$ cat config.mk
export PLATFORM = sky130hd
export DESIGN_NAME = scsc_clk_ctrl
export DESIGN_NICKNAME = d
export VERILOG_FILES = /design/src/hdl/scsc_pkg.sv /design/src/hdl/scsc_clk_ctrl.sv /design/src/hdl/scsc_gear_div.sv
export VERILOG_INCLUDE_DIRS = /design/src /design/src/hdl
export SDC_FILE = /design/constraint.sdc
export NUM_CORES = 1
export LEC_CHECK = 0
export BUFFER_PORTS_ARGS = -buffer_cell sky130_fd_sc_hd__clkbuf_2
export CORE_MARGIN = 2
export CORE_UTILIZATION = 49
export CTS_CLUSTER_DIAMETER = 120
export CTS_CLUSTER_SIZE = 40
export DETAILED_ROUTE_END_ITERATION = 7
export PLACE_DENSITY = 0.79
export SYNTH_ARGS = -nofsm -noshare
export SYNTH_HDL_FRONTEND = slang
export SYNTH_SLANG_ARGS = --single-unit
$ cat constraint.sdc
create_clock -name core_clk -period 2.5 [get_ports core_clk]
set_input_delay 0.5 -clock core_clk [delete_from_list [all_inputs] [get_ports core_clk]]
set_output_delay 0.5 -clock core_clk [all_outputs]
set_load 0.01 [all_outputs]
$ cat src/hdl/scsc_consts.svh
// Constants of the system clock and standby control block.
// Assumes a 32-bit classic Wishbone slave port on a single 100 MHz core clock.
//
// Contract
// - Report single, dual or triple clock arrangement from oscillator and doubler state.
// - Fast pin feeds the fast clock, slow pin feeds the slow clock.
// - Core clock is geared fast clock or slow clock per select bit.
// - State clock is core clock divided by two; one period is one state.
// - Under hardware standby, halt type code 11 means light idle.
// - Pin drive mode select 0 applies to light idle, 1 to stop.
`ifndef SCSC_CONSTS_SVH
`define SCSC_CONSTS_SVH

// -----------------------------------------------------------------
// Register indices (byte address is four times the index)
// -----------------------------------------------------------------
`define SCSC_IDX_OSC         10'h0e0
`define SCSC_IDX_CLK         10'h0e1
`define SCSC_IDX_STBY        10'h0e2

// -----------------------------------------------------------------
// Reset values and read masks
// -----------------------------------------------------------------
`define SCSC_RST_OSC         8'he0
`define SCSC_RST_CLK         8'h04
`define SCSC_RST_STBY        8'h2c
`define SCSC_MASK_CLK        8'h0f
`define SCSC_MASK_STBY       8'hbf

// -----------------------------------------------------------------
// Field positions
// -----------------------------------------------------------------
`define SCSC_B_FAST_EN       7
`define SCSC_B_SLOW_EN       6
`define SCSC_B_FAST_WAKE     5
`define SCSC_B_SLOW_WAKE     4
`define SCSC_B_CLK_WAKE      3
`define SCSC_B_WARM          2
`define SCSC_B_SYSTEM_CLOCK_SELECT         3
`define SCSC_B_PSDIS         7
`define SCSC_B_KEEP          0
`define SCSC_B_PIN_DRIVE_MODE_SELECT        1

// -----------------------------------------------------------------
// Codes and counts
// -----------------------------------------------------------------
`define SCSC_HALT_STOP       2'h1
`define SCSC_HALT_IDLE_LIGHT      2'h2
`define SCSC_HALT_IDLE_PERIPHERAL      2'h3
`define SCSC_GEAR_MAX        3'h4
`define SCSC_WARM_T01        17'h0_0100
`define SCSC_WARM_T10        17'h0_4000
`define SCSC_WARM_T11        17'h1_0000

`endif

$ cat src/hdl/scsc_pkg.sv
// Types shared by the system clock and standby control block.
// Assumes the constants header is compiled alongside.
`default_nettype none
package scsc_pkg;
   // Standby state currently presented to the rest of the chip
   typedef enum logic [1:0] {SCSC_RUN, SCSC_STOP, SCSC_IDLE_LIGHT, SCSC_IDLE_PERIPH} scsc_mode_t;
   // Clock arrangement in use
   typedef enum logic [1:0] {SCSC_SINGLE, SCSC_DUAL, SCSC_TRIPLE} scsc_arr_t;
endpackage : scsc_pkg
`default_nettype wire

$ cat src/hdl/scsc_clk_ctrl.sv
// System clock and standby control: registers, clock selection, state clock,
// warm-up timer and standby mode decode.
// Assumes oscillator and hardware standby pins are asynchronous levels and
// that halt_active and doubler_active come from logic on core_clk.
`include "scsc_consts.svh"
`default_nettype none
module scsc_clk_ctrl
   import scsc_pkg::*;
(
   input  wire logic        core_clk,
   input  wire logic        srst,
   input  wire logic        wb_cyc_i,
   input  wire logic        wb_stb_i,
   input  wire logic        wb_we_i,
   input  wire logic [11:0] wb_adr_i,
   input  wire logic [3:0]  wb_sel_i,
   input  wire logic [31:0] wb_dat_i,
   output logic      [31:0] wb_dat_o,
   output logic             wb_ack_o,
   input  wire logic        fast_clk_pin,
   input  wire logic        slow_clk_pin,
   input  wire logic        hw_standby_pin,
   input  wire logic        halt_active,
   input  wire logic        doubler_active,
   output logic             fast_osc_enable_q,
   output logic             slow_osc_enable_q,
   output logic             fast_osc_after_wake_q,
   output logic             slow_osc_after_wake_q,
   output logic             clock_after_wake_select_q,
   output logic      [1:0]  prescaler_source_q,
   output logic             power_save_disable_q,
   output logic             core_tick_q,
   output logic             state_tick_q,
   output scsc_mode_t       standby_mode_q,
   output scsc_arr_t        arrangement_q,
   output logic             pin_hold_q
);
   // -----------------------------------------------------------------
   // Pin synchronisers
   // -----------------------------------------------------------------
   logic fast_s1_q;
   logic fast_s2_q;
   logic fast_s3_q;
   logic slow_s1_q;
   logic slow_s2_q;
   logic slow_s3_q;
   logic stby_s1_q;
   logic stby_s2_q;

   // Two flops per pin; the third flop only serves edge detection
   always_ff @(posedge core_clk) begin
      if (srst) begin
         {fast_s1_q, fast_s2_q, fast_s3_q} <= 3'h0;
         {slow_s1_q, slow_s2_q, slow_s3_q} <= 3'h0;
         {stby_s1_q, stby_s2_q}            <= 2'h0;
      end else begin
         {fast_s1_q, fast_s2_q, fast_s3_q} <= {fast_clk_pin, fast_s1_q, fast_s2_q};
         {slow_s1_q, slow_s2_q, slow_s3_q} <= {slow_clk_pin, slow_s1_q, slow_s2_q};
         {stby_s1_q, stby_s2_q}            <= {hw_standby_pin, stby_s1_q};
      end
   end

   // -----------------------------------------------------------------
   // Register file
   // -----------------------------------------------------------------
   logic [7:0]  osc_q;
   logic [7:0]  clk_q;
   logic [7:0]  stby_q;
   logic        req;
   logic        wr;
   logic        hit_osc;
   logic        hit_clk;
   logic        hit_stby;
   logic        warm_start;
   logic        warm_busy;
   logic [7:0]  rd_byte;
   logic [7:0]  osc_d;
   logic [7:0]  clk_d;
   logic [7:0]  stby_d;

   // Decode; a new request is taken only while ack is low
   assign req        = wb_cyc_i && wb_stb_i && !wb_ack_o;
   assign wr         = req && wb_we_i && wb_sel_i[0];
   assign hit_osc    = wb_adr_i[11:2] == `SCSC_IDX_OSC;
   assign hit_clk    = wb_adr_i[11:2] == `SCSC_IDX_CLK;
   assign hit_stby   = wb_adr_i[11:2] == `SCSC_IDX_STBY;
   assign warm_start = wr && hit_osc && wb_dat_i[`SCSC_B_WARM];
   // Warm-up bit is never stored; writing 0 does nothing
   assign osc_d      = (wr && hit_osc) ?
                       (wb_dat_i[7:0] & ~(8'h01 << `SCSC_B_WARM)) : osc_q;
   assign clk_d      = (wr && hit_clk) ? (wb_dat_i[7:0] & `SCSC_MASK_CLK) : clk_q;
   assign stby_d     = (wr && hit_stby) ? (wb_dat_i[7:0] & `SCSC_MASK_STBY) : stby_q;
   // Unmapped addresses read zero and still ack
   assign rd_byte    = hit_osc  ? (osc_q | ({7'h00, warm_busy} << `SCSC_B_WARM)) :
                       hit_clk  ? clk_q :
                       hit_stby ? stby_q : 8'h00;

   // Register storage and bus answer
   always_ff @(posedge core_clk) begin
      if (srst) begin
         osc_q    <= `SCSC_RST_OSC;
         clk_q    <= `SCSC_RST_CLK;
         stby_q   <= `SCSC_RST_STBY;
         wb_ack_o <= 1'h0;
         wb_dat_o <= 32'h0000_0000;
      end else begin
         osc_q    <= osc_d;
         clk_q    <= clk_d;
         stby_q   <= stby_d;
         wb_ack_o <= req;
         wb_dat_o <= req ? {24'h00_0000, rd_byte} : 32'h0000_0000;
      end
   end

   // -----------------------------------------------------------------
   // Clock sources and selection
   // -----------------------------------------------------------------
   logic fast_tick;
   logic slow_tick;
   logic geared_tick;
   logic system_clock_select;
   logic core_d;
   logic phase_q;

   // A stopped oscillator contributes no ticks
   assign fast_tick = fast_s2_q && !fast_s3_q && osc_q[`SCSC_B_FAST_EN];
   assign slow_tick = slow_s2_q && !slow_s3_q && osc_q[`SCSC_B_SLOW_EN];
   assign system_clock_select     = clk_q[`SCSC_B_SYSTEM_CLOCK_SELECT];

   scsc_gear_div u_gear (
      .core_clk      (core_clk),
      .srst          (srst),
      .fast_tick     (fast_tick),
      .gear_code     (clk_q[2:0]),
      .geared_tick_q (geared_tick)
   );

   // Slow tick is delayed one flop so both paths have equal latency
   logic slow_dly_q;
   assign core_d = system_clock_select ? slow_dly_q : geared_tick;

   // Core tick and state clock divide by two
   always_ff @(posedge core_clk) begin
      if (srst) begin
         slow_dly_q   <= 1'h0;
         core_tick_q  <= 1'h0;
         phase_q      <= 1'h0;
         state_tick_q <= 1'h0;
      end else begin
         slow_dly_q   <= slow_tick;
         core_tick_q  <= core_d;
         phase_q      <= core_tick_q ? !phase_q : phase_q;
         state_tick_q <= core_tick_q && phase_q;
      end
   end

   // -----------------------------------------------------------------
   // Warm-up timer
   // -----------------------------------------------------------------
   logic [16:0] warm_cnt_q;
   logic [16:0] warm_cnt_d;
   logic [16:0] warm_load;
   logic        src_tick;

   // Counts ticks of the oscillator that drives the core clock
   assign src_tick  = system_clock_select ? slow_tick : fast_tick;
   // Reserved time code takes the shortest time
   assign warm_load = (stby_q[5:4] == 2'h3) ? `SCSC_WARM_T11 :
                      (stby_q[5:4] == 2'h2) ? `SCSC_WARM_T10 : `SCSC_WARM_T01;
   assign warm_busy = warm_cnt_q != 17'h0_0000;
   assign warm_cnt_d = warm_start ? warm_load :
                       (warm_busy && src_tick) ? 17'(warm_cnt_q - 17'h0_0001) : warm_cnt_q;

   always_ff @(posedge core_clk) begin
      if (srst) begin
         warm_cnt_q <= 17'h0_0000;
      end else begin
         warm_cnt_q <= warm_cnt_d;
      end
   end

   // -----------------------------------------------------------------
   // Standby decode, pin drive and arrangement
   // -----------------------------------------------------------------
   scsc_mode_t mode_d;
   scsc_arr_t  arr_d;
   logic       in_stby;
   logic       hold_d;
   logic [1:0] halt_code;

   assign in_stby   = halt_active || stby_s2_q;
   assign halt_code = stby_q[3:2];

   // Hardware standby reads code 11 as light idle; reserved code stays running
   always_comb begin
      mode_d = SCSC_RUN;
      if (in_stby) begin
         unique case (halt_code)
            `SCSC_HALT_STOP:  mode_d = SCSC_STOP;
            `SCSC_HALT_IDLE_LIGHT: mode_d = SCSC_IDLE_LIGHT;
            `SCSC_HALT_IDLE_PERIPHERAL: mode_d = stby_s2_q ? SCSC_IDLE_LIGHT : SCSC_IDLE_PERIPH;
            default:          mode_d = SCSC_RUN;
         endcase
      end
   end

   // Select bit polarity is the reverse of the halt code sense
   assign hold_d = stby_q[`SCSC_B_KEEP] &&
                   ((mode_d == SCSC_IDLE_LIGHT && !stby_q[`SCSC_B_PIN_DRIVE_MODE_SELECT]) ||
                    (mode_d == SCSC_STOP && stby_q[`SCSC_B_PIN_DRIVE_MODE_SELECT]));
   assign arr_d  = !osc_q[`SCSC_B_SLOW_EN] ? SCSC_SINGLE :
                   doubler_active ? SCSC_TRIPLE : SCSC_DUAL;

   // Registered outputs
   always_ff @(posedge core_clk) begin
      if (srst) begin
         standby_mode_q <= SCSC_RUN;
         arrangement_q  <= SCSC_DUAL;
         pin_hold_q     <= 1'h0;
      end else begin
         standby_mode_q <= mode_d;
         arrangement_q  <= arr_d;
         pin_hold_q     <= hold_d;
      end
   end

   // Register fields as outputs
   assign fast_osc_enable_q         = osc_q[`SCSC_B_FAST_EN];
   assign slow_osc_enable_q         = osc_q[`SCSC_B_SLOW_EN];
   assign fast_osc_after_wake_q     = osc_q[`SCSC_B_FAST_WAKE];
   assign slow_osc_after_wake_q     = osc_q[`SCSC_B_SLOW_WAKE];
   assign clock_after_wake_select_q = osc_q[`SCSC_B_CLK_WAKE];
   assign prescaler_source_q        = osc_q[1:0];
   assign power_save_disable_q      = stby_q[`SCSC_B_PSDIS];
endmodule : scsc_clk_ctrl
`default_nettype wire

$ cat src/hdl/scsc_gear_div.sv
// Clock gear: divides fast clock ticks by 1, 2, 4, 8 or 16.
// Assumes fast_tick is a one-cycle pulse already in the core_clk domain.
`include "scsc_consts.svh"
`default_nettype none
module scsc_gear_div
   import scsc_pkg::*;
(
   input  wire logic       core_clk,
   input  wire logic       srst,
   input  wire logic       fast_tick,
   input  wire logic [2:0] gear_code,
   output logic            geared_tick_q
);
   // -----------------------------------------------------------------
   // Divider
   // -----------------------------------------------------------------
   logic [3:0] cnt_q;
   logic [3:0] cnt_d;
   logic [3:0] mask;
   logic [2:0] code_eff;
   logic       hit;

   // Reserved codes fall back to the slowest gear rather than stopping
   assign code_eff = (gear_code > `SCSC_GEAR_MAX) ? `SCSC_GEAR_MAX : gear_code;
   assign mask     = 4'((5'h01 << code_eff) - 5'h01);
   assign hit      = fast_tick && ((cnt_q & mask) == mask);
   assign cnt_d    = fast_tick ? 4'(cnt_q + 4'h1) : cnt_q;

   // Counter and registered output tick
   always_ff @(posedge core_clk) begin
      if (srst) begin
         cnt_q         <= 4'h0;
         geared_tick_q <= 1'h0;
      end else begin
         cnt_q         <= cnt_d;
         geared_tick_q <= hit;
      end
   end
endmodule : scsc_gear_div
`default_nettype wire

==> qor.csv, run 1 <==
stage;metric;value;unit
outcome;status;finished clean;
synth;ys_ff_latch;66;
finish;layout.nets;431;
synth;avgSynthCellArea;9.35;um2
clocking;path_clk_slew;70;ps
floorplan;die-area;0.00657;mm2
setup_path;arrival;2390;ps
setup_path;crit_type;flip-flop to flip-flop;
synth;yosysTopAreaCell;dfxtp_1;
sta;rsz0062_at_grt;no;
synth;synth_edf_count;0;
setup_path;startpoint_type;flip-flop;
grt;grt-ovfl-total;0;
synth;synth_top_area_share;45.4;%
grt;grt_usage;19.8;%
sta;timing.setup.tns;0;ps
synth;yosys_warnings;0;
clocking;numCtsBuffers;9;
power;ir_worst_vdd;654;uV
finish;final_cell_mix;66 x dfxtp_1, 52 x clkbuf_2, 33 x nor2_1;
setup_path;worst-path-max-fanout;12;
placed_design;place.gp.congestion;0.868;
finish;antenna_cells;0;
finish;final_common_cell;dfxtp_1;
synth;async_flop_share;0;%
clocking;htree_levels;3;
floorplan;die_x;81.0;um
hold_path;hold_path.class;primary input to flip-flop;
floorplan;row_count;28;
clocking;post_cts_resized;0;
placed_design;port_buffers;52;
grt;grt_start_max_net_pins;34;
sta;maxSlewViolCount;0;
floorplan;die_y;81.0;um
route;first_pass_iters;4;
sta;setup_viol;0;
route;vias;2363;
floorplan;start_util;50.0;%
route;drt_iter0_markers;185;
setup_path;cp.required;2790;ps
synth;synth.distinct_cells;56;
finish;drive_above_1_share;23.7;%
route;vias_per_cell;5.25;
clocking;cts_tree;yes;
route;wl_per_cell;13.4;um
floorplan;ios;106;
power;p_total;0.00329;W
finish;fin_util;59.3;%
finish;fillers;516;
grt;grt_antenna_before_repair;0;
route;drc;0;
route;ant_nets;0;
power;p_leak;1.44;nW
floorplan;core;0.00582;mm2
finish;syn_to_final_growth;18.7;%
sta;fin_skew;7.12;ps
grt;grt_pass1_wl;10.0;mm
sta;fin_crit_sh;83.8;%
clocking;cts_sinks;66;
synth;syn_inst;311;
synth;ys.flop_type;dfxtp_1;
synth;synth_seq_area_share;45.4;%
clocking;cts_setup_buffers;0;
synth;synthTopCellsByArea;dfxtp_1 45%, buf_4 6.5%, nor2_1 4.3%;
synth;syn-cell-area;0.00291;mm2
clocking;cts.path.max_buffers;2;
clocking;clock_latency;350;ps
sta;max_freq;477;MHz
sta;final_hold_viol_count;0;
setup_path;end_kind;flip-flop;
placed_design;hpwl;4.39;mm
power;p_per_area;953;mW/mm2
clocking;hold_buffers;0;
grt;grt_pass1_vias;2171;
flow_run;maxCapViolCount;0;
clocking;cts-root-buf;clkbuf_8;
sta;fin_crit;2100;ps
route;routed_wl;6.05;mm
[cell type report]
| class | instances | area (um2) | area share, % |
|---|---|---|---|
| tap | 75 | 93.8 | 2.72 |
| clock buffer | 11 | 141 | 4.10 |
| inverter | 9 | 33.8 | 0.979 |
| timing repair buffer | 61 | 328 | 9.50 |
| clock inverter | 5 | 125 | 3.63 |
| sequential | 66 | 1320 | 38.3 |
| multi-input combinational | 223 | 1410 | 40.8 |
[registers in the layout, summed over array words and instances (netlist names), 2 cells and up]
register and flops:
warm_cnt_q 17, wb_dat_o 8, osc_q 7, stby_q 7, clk_q 4, u_gear.cnt_q 4
arrangement_q 2, standby_mode_q 2
[worst paths after layout]
check,start,endpoint,slack (ps),depth (start not counted)
setup reg to reg,warm_cnt_q[8],warm_cnt_q[1],400,5
hold / removal,fast_clk_pin,fast_s1_q,360,2
hold reg to reg,slow_s3_q,slow_dly_q,430,1
setup / recovery,warm_cnt_q[8],warm_cnt_q[1],400,5
[per-stage QoR]
stage	worst slack (ps)	cells	hold WS [ps]	cell area (um2)
2_1_floorplan	584	334	399	2990
3_3_place_gp	396	434	405	3180
3_5_place_dp	369	434	421	3180
4_1_cts	414	450	352	3450
5_1_grt	123	450	376	3450
6_report	404	450	356	3450
[critical path, stage by stage, from the launching register on]
cell and delay [ps]:
dfxtp_1 370, nor4_1 460, nand2_1 400, o21ai_2 380
mux2_1 350, nor2_1 80
[cells in the mapped netlist (all sizes together) (2+ instances only)]
cell and n:
or4 3, a211oi 2, clkbuf 3, and3 5
buf 33, o2111ai 3, a22oi 6, dfxtp 66
nand3b 3, or3 7, xnor2 3, nand2 26
a2111oi 3, nand3 3, o21ai 13, mux2i 10
nand4 2, ha 3, nor4b 3, o211ai 6
a21oi 16, o31ai 2, and2 3, nor4 3
nor2 34, xor2 11, nand4b 3, inv 8
nor4bb 2, nor2b 10, nor3 2
[where the power goes]
part | internal [W] | switching (W) | total [W]
Sequential | 0.00114 | 0.0000847 | 0.00122
Combinational | 0.000325 | 0.000551 | 0.000876
Clock | 0.000789 | 0.000403 | 0.00119
Total | 0.00225 | 0.00104 | 0.00329
[kinds of logic after synthesis]
logic type               count (synthesis)  share of synthesized area, %
flip-flops                              66                          45.4
adder cells (fa/ha/maj)                  3                          1.29
multiplexers                            11                          3.83
AND/OR/NAND/NOR                        115                          22.1
buffers and inverters                   45                          9.34
other                                    1                         0.129
AO/OA/AOI/OAI                           56                          13.6
XOR/XNOR                                14                          4.22
[metal layers]
metal  GRT usage (%)  vias up  routed length, um
li1                -     1160                  -
met1            25.2     1092               2700
met2            31.5       96               2810
met3            4.22       15                392
met4            10.7        0                139
met5               0        -                  0
Note: power is estimated with default switching activity, not from simulation.
==> inputs of run 2 (changes only) <==
--- a/config.mk
+++ b/config.mk
@@ -8,11 +8,11 @@
 export LEC_CHECK = 0
 export BUFFER_PORTS_ARGS = -buffer_cell sky130_fd_sc_hd__clkbuf_2
 export CORE_MARGIN = 2
-export CORE_UTILIZATION = 49
+export CORE_UTILIZATION = 44
 export CTS_CLUSTER_DIAMETER = 120
 export CTS_CLUSTER_SIZE = 40
 export DETAILED_ROUTE_END_ITERATION = 7
-export PLACE_DENSITY = 0.79
+export PLACE_DENSITY = 0.75
 export SYNTH_ARGS = -nofsm -noshare
 export SYNTH_HDL_FRONTEND = slang
 export SYNTH_SLANG_ARGS = --single-unit
==> constraint.sdc (replaced) <==
create_clock -name core_clk -period 1.8 [get_ports core_clk]
set_input_delay 0.36 -clock core_clk [delete_from_list [all_inputs] [get_ports core_clk]]
set_output_delay 0.36 -clock core_clk [all_outputs]
set_load 0.01 [all_outputs]
==> qor.csv, run 2 (same netlist as run 1, synthesis figures left out) <==
stage;metric;value;unit;change
route;wl_per_cell;13.6;um;+1.0%
finish;final_cell_mix;64 x dfxtp_1, 52 x clkbuf_2, 33 x nor2_1;;
power;combPwrFrac;40.2;%;+14 points
power;ir_worst_vdd;1350;uV;+110%
finish;syn_to_final_growth;24.8;%;
finish;top_register;warm_cnt_q;;
finish;reg_top3;warm_cnt_q: 17 flops, wb_dat_o: 8 flops;;
grt;grt_pass1_vias;2108;;-2.9%
grt;grt_start_max_net_pins;34;;unchanged
sta;fin_skew;6.43;ps;-0.696 ps
setup_path;cp.required;2070;ps;-720 ps
setup_path;r2r_end;warm_cnt_q[9];;
sta;final_hold_viol_count;0;;unchanged
placed_design;port_buffers;52;;unchanged
grt;grt_pass1_wl;9.92;mm;-0.76%
power;seq_power_share;35.5;%;-1.7 points
floorplan;die_x;85.3;um;+5.3%
clocking;clock_latency;340;ps;about the same
clocking;cts-root-buf;clkbuf_8;;
sta;worst_slack;26.7;ps;-378 ps
setup_path;end_kind;flip-flop;;
hold_path;min_path_cells;2;;unchanged
finish;fillers;554;;+7.4%
finish;antenna_cells;0;;unchanged
placed_design;place_ws;-134;ps;-503 ps
setup_path;ff2ff_path_depth;6;;+1
grt;grt_usage;17.2;%;-2.6 points
setup_path;startpoint_type;flip-flop;;
finish;regArea;0.00132;mm2;+0.19%
sta;max_freq;564;MHz;+18%
floorplan;start_util;45.5;%;-4.5 points
setup_path;worst-path-max-fanout;3;;-9
sta;maxSlewViolCount;0;;unchanged
sta;hold_ws;229;ps;-127 ps
placed_design;place_inst;456;;+5.1%
power;switching_share;34.3;%;+2.8 points
sta;fin_crit;1770;ps;-322 ps
placed_design;hpwl;4.59;mm;+4.4%
power;clock_power_share;24.3;%;-12 points
finish;fin_util;56.8;%;-2.5 points
route;ant_nets;0;;unchanged
clocking;cts_tree;yes;;
hold_path;min_from;hw_standby_pin;;
floorplan;core;0.00639;mm2;+9.8%
clocking;cts_sinks;66;;unchanged
finish;largest_reg_flops;17;;unchanged
floorplan;ios;106;;unchanged
finish;drive_above_1_share;29.7;%;+6.0 points
setup_path;ff2ff_setup_slack;30;ps;-380 ps
route;first_pass_iters;5;;+1
clocking;path_clk_slew;70;ps;about the same
route;vias;2433;;+3.0%
sta;rsz0062_at_grt;yes;;
setup_path;regToRegStartpoint;warm_cnt_q[0];;
grt;grt_antenna_before_repair;0;;unchanged
power;p_per_area;1320;mW/mm2;+38%
placed_design;place.gp.congestion;0.840;;-3.2%
clocking;numCtsBuffers;9;;unchanged
grt;grt-ovfl-total;0;;unchanged
route;drc;0;;unchanged
floorplan;row_count;29;;+3.6%
finish;fin_cells;474;;+5.3%
power;power_switching;0.00164;W;+58%
route;vias_per_cell;5.13;;-2.3%
power;p_total;0.00478;W;+45%
floorplan;die_y;85.3;um;+5.3%
finish;layout.nets;453;;+5.1%
outcome;status;finished clean;;
route;routed_wl;6.43;mm;+6.4%
sta;fin_crit_sh;98.5;%;+15 points
power;p_leak;1.52;nW;+5.5%
setup_path;crit_type;flip-flop to flip-flop;;
finish;final_common_cell;dfxtp_1;;
hold_path;min_to;stby_s1_q;;
route;drt_iter0_markers;157;;-15%
sta;setup_viol;0;;unchanged
hold_path;hold_path.class;primary input to flip-flop;;
floorplan;die-area;0.00728;mm2;+11%
power;p_int;0.00314;W;+39%
flow_run;maxCapViolCount;0;;unchanged
finish;multiInputGateArea;0.00149;mm2;+5.9%
setup_path;arrival;2050;ps;-340 ps
clocking;cts.path.max_buffers;2;;unchanged
clocking;htree_levels;3;;unchanged
-- run 2: power by group through the flow --
stage	Combinational [W]	Clock (W)	Sequential (W)
6_report	0.00192	0.00116	0.00170
5_1_grt	0.00208	0.00125	0.00171
4_1_cts	0.00165	0.00118	0.00168
3_5_place_dp	0.00162	0	0.00171
3_3_place_gp	0.00159	0	0.00170
2_1_floorplan	0.00100	0	0.00170
-- run 2: timing repair --
item / CTS / global route
buffers inserted: 0 / 2
setup endpoints to repair: 1 / 11
pin swaps: 0 / 7
resized for setup: 2 / 13
hold buffers: 0 / 0
-- run 2: worst max-delay path by stage --
stage                        startpoint             end  depth (start not counted)
after floorplan            wb_adr_i[10]  warm_cnt_q[15]                          7
after global placement      wb_adr_i[5]  warm_cnt_q[16]                          8
after detailed placement    wb_adr_i[5]   warm_cnt_q[5]                          8
after CTS                 warm_cnt_q[5]  warm_cnt_q[13]                          5
after global routing      warm_cnt_q[1]  warm_cnt_q[13]                          5
final                     warm_cnt_q[0]   warm_cnt_q[9]                          6
-- run 2: per-stage QoR --
stage	TNS, ps	cell area, um2
2_1_floorplan	0	2990
3_3_place_gp	-1140	3350
3_5_place_dp	-2600	3350
4_1_cts	0	3540
5_1_grt	-281	3630
6_report	0	3630
-- run 2: metal layers --
| layer | global-route usage [%] | part of all wire [%] | vias up |
|---|---|---|---|
| li1 | - | - | 1207 |
| met4 | 5.63 | 1.3 | 0 |
| met3 | 5.35 | 6.0 | 8 |
| met5 | 0 | 0 | - |
| met1 | 22.9 | 46 | 1138 |
| met2 | 26.7 | 47 | 80 |
-- run 2: critical path: stages (launching register included) --
cell and delay [ps]:
dfxtp_1 300, or2_2 330, buf_4 160, a211oi_4 240
o21ai_2 120, or4_1 410, a21oi_1 150
-- run 2: layout make-up --
type / instances / area share [%]
inverters: 9 / 0.931
clock buffers: 13 / 3.83
flip-flops and latches: 66 / 36.5
multi-input cells: 223 / 41.1
repair buffers: 83 / 13.9
clock inverters: 3 / 1.10
well taps: 77 / 2.66
==> inputs of run 3 (changes only) <==
--- a/config.mk
+++ b/config.mk
@@ -13,6 +13,8 @@
 export CTS_CLUSTER_SIZE = 40
 export DETAILED_ROUTE_END_ITERATION = 7
 export PLACE_DENSITY = 0.75
+export SETUP_SLACK_MARGIN = 0.05
+export SKIP_CTS_REPAIR_TIMING = 1
 export SYNTH_ARGS = -nofsm -noshare
 export SYNTH_HDL_FRONTEND = slang
 export SYNTH_SLANG_ARGS = --single-unit
==> qor.csv, run 3 (same netlist as run 1, synthesis figures left out) <==
stage;metric;value;unit;change
outcome;status;finished clean;;
route;routed_wl;6.52;mm;+1.3%
setup_path;path_delay_family;compound AO/OA/AOI/OAI gates;;
finish;reg_top3;warm_cnt_q: 17 flops, wb_dat_o: 8 flops;;
sta;fin_crit;1730;ps;-42.4 ps
hold_path;hold_path.class;primary input to flip-flop;;
floorplan;die_x;85.3;um;unchanged
clocking;cts_tree;yes;;
finish;syn_to_final_growth;26.2;%;
placed_design;place_ws;-164;ps;-30.0 ps
setup_path;worst-path-buf-inv;0;;-1
grt;grt_start_max_net_pins;17;;-50%
setup_path;end_kind;flip-flop;;
clocking;path_clk_slew;80;ps;about the same
floorplan;row_count;29;;unchanged
setup_path;cp.required;2070;ps;about the same
sta;maxSlewViolCount;0;;unchanged
route;ant_nets;0;;unchanged
route;wl_per_cell;13.8;um;+1.5%
finish;largest_reg_flops;17;;unchanged
sta;hold_ws;206;ps;-22.3 ps
clocking;clock_latency;350;ps;about the same
floorplan;die_y;85.3;um;unchanged
sta;setup_viol;0;;unchanged
power;ir_worst_vdd;785;uV;-42%
power;p_leak;1.54;nW;+1.2%
setup_path;worst-path-max-fanout;4;;+1
sta;worst_slack;69.1;ps;+42.4 ps
route;drt_iter0_markers;171;;+8.9%
route;drc;0;;unchanged
setup_path;startpoint_type;flip-flop;;
sta;fin_crit_sh;96.2;%;-2.4 points
setup_path;slowest_delay;430;ps;+20 ps
grt;grt_pass1_vias;2325;;+10%
grt;grt_usage;18.7;%;+1.4 points
sta;fin_skew;9.77;ps;+3.34 ps
finish;layout.nets;452;;-0.22%
sta;max_freq;578;MHz;+2.5%
floorplan;core;0.00639;mm2;unchanged
route;vias_per_cell;5.27;;+2.7%
setup_path;crit_type;flip-flop to flip-flop;;
grt;grt-ovfl-total;0;;unchanged
clocking;cts_sinks;66;;unchanged
finish;fin_cells;473;;-0.21%
clocking;numCtsBuffers;9;;unchanged
floorplan;start_util;45.5;%;unchanged
finish;antenna_cells;0;;unchanged
floorplan;ios;106;;unchanged
power;p_per_area;1310;mW/mm2;-0.87%
placed_design;hpwl;4.71;mm;+2.6%
grt;grt_pass1_wl;10.7;mm;+7.4%
clocking;cts.path.max_buffers;2;;unchanged
finish;final_common_cell;dfxtp_1;;
route;first_pass_iters;4;;-1
route;vias;2494;;+2.5%
setup_path;cp_cell_sequence;or3_4 -> a2111oi_4 -> o21ai_1 -> xor2_1 -> a211oi_2;;
sta;final_hold_viol_count;0;;unchanged
clocking;htree_levels;3;;unchanged
flow_run;maxCapViolCount;0;;unchanged
setup_path;slowest_stage;or3_4;;
grt;grt_antenna_before_repair;0;;unchanged
finish;drive_above_1_share;31.3;%;+1.6 points
placed_design;port_buffers;52;;unchanged
placed_design;place.gp.congestion;0.886;;+5.6%
finish;top_register;warm_cnt_q;;
clocking;cts-root-buf;clkbuf_8;;
setup_path;arrival;2000;ps;-50 ps
finish;final_cell_mix;63 x dfxtp_1, 52 x clkbuf_2, 33 x nor2_1;;
sta;rsz0062_at_grt;yes;;
floorplan;die-area;0.00728;mm2;unchanged
placed_design;place_inst;454;;-0.44%
run 3: through the flow:
step / TNS [ps] / util [%] / total power (W) / area [um2]
CTS: -6.92 / 55.4 / 0.00446 / 3540
global placement: -1460 / 52.3 / 0.00316 / 3340
global route: -16.7 / 57.5 / 0.00507 / 3670
floorplan: 0 / - / 0.00271 / 3000
detailed placement: -2970 / 52.3 / 0.00320 / 3340
finish: 0 / 57.5 / 0.00479 / 3670
run 3: path summary, 6_finish.rpt:
check / slack [ps] / end / cells after the start / startpoint
hold reg to reg: 430 / slow_dly_q / 1 / slow_s3_q
hold / removal: 210 / arrangement_q[0] / 2 / doubler_active
setup / recovery: 70 / warm_cnt_q[8] / 5 / warm_cnt_q[7]
setup reg to reg: 70 / warm_cnt_q[8] / 5 / warm_cnt_q[7]
run 3: cell type report:
class                      instances  area, um2
clock buffer                      10        138
clock inverter                     6       65.1
fill                             582       2720
inverter                           9       33.8
multi-input combinational        223       1510
sequential                        66       1330
tap                               77       96.3
timing repair buffer              82        498
run 3: report_power, final:
group          switching (W)  internal, W  leakage, nW  total (W)
registers           0.000123      0.00158        0.537    0.00171
logic               0.000988     0.000832        0.900    0.00182
clock network       0.000586     0.000679        0.103    0.00126
run 3: metal layers:
| layer | share of wire [%] | vias up | track usage, % |
|---|---|---|---|
| met1 | 43 | 1188 | 23.0 |
| met4 | 2.4 | 0 | 9.52 |
| met3 | 5.6 | 15 | 4.57 |
| met5 | 0 | - | 0 |
| li1 | - | 1205 | - |
| met2 | 49 | 86 | 30.3 |
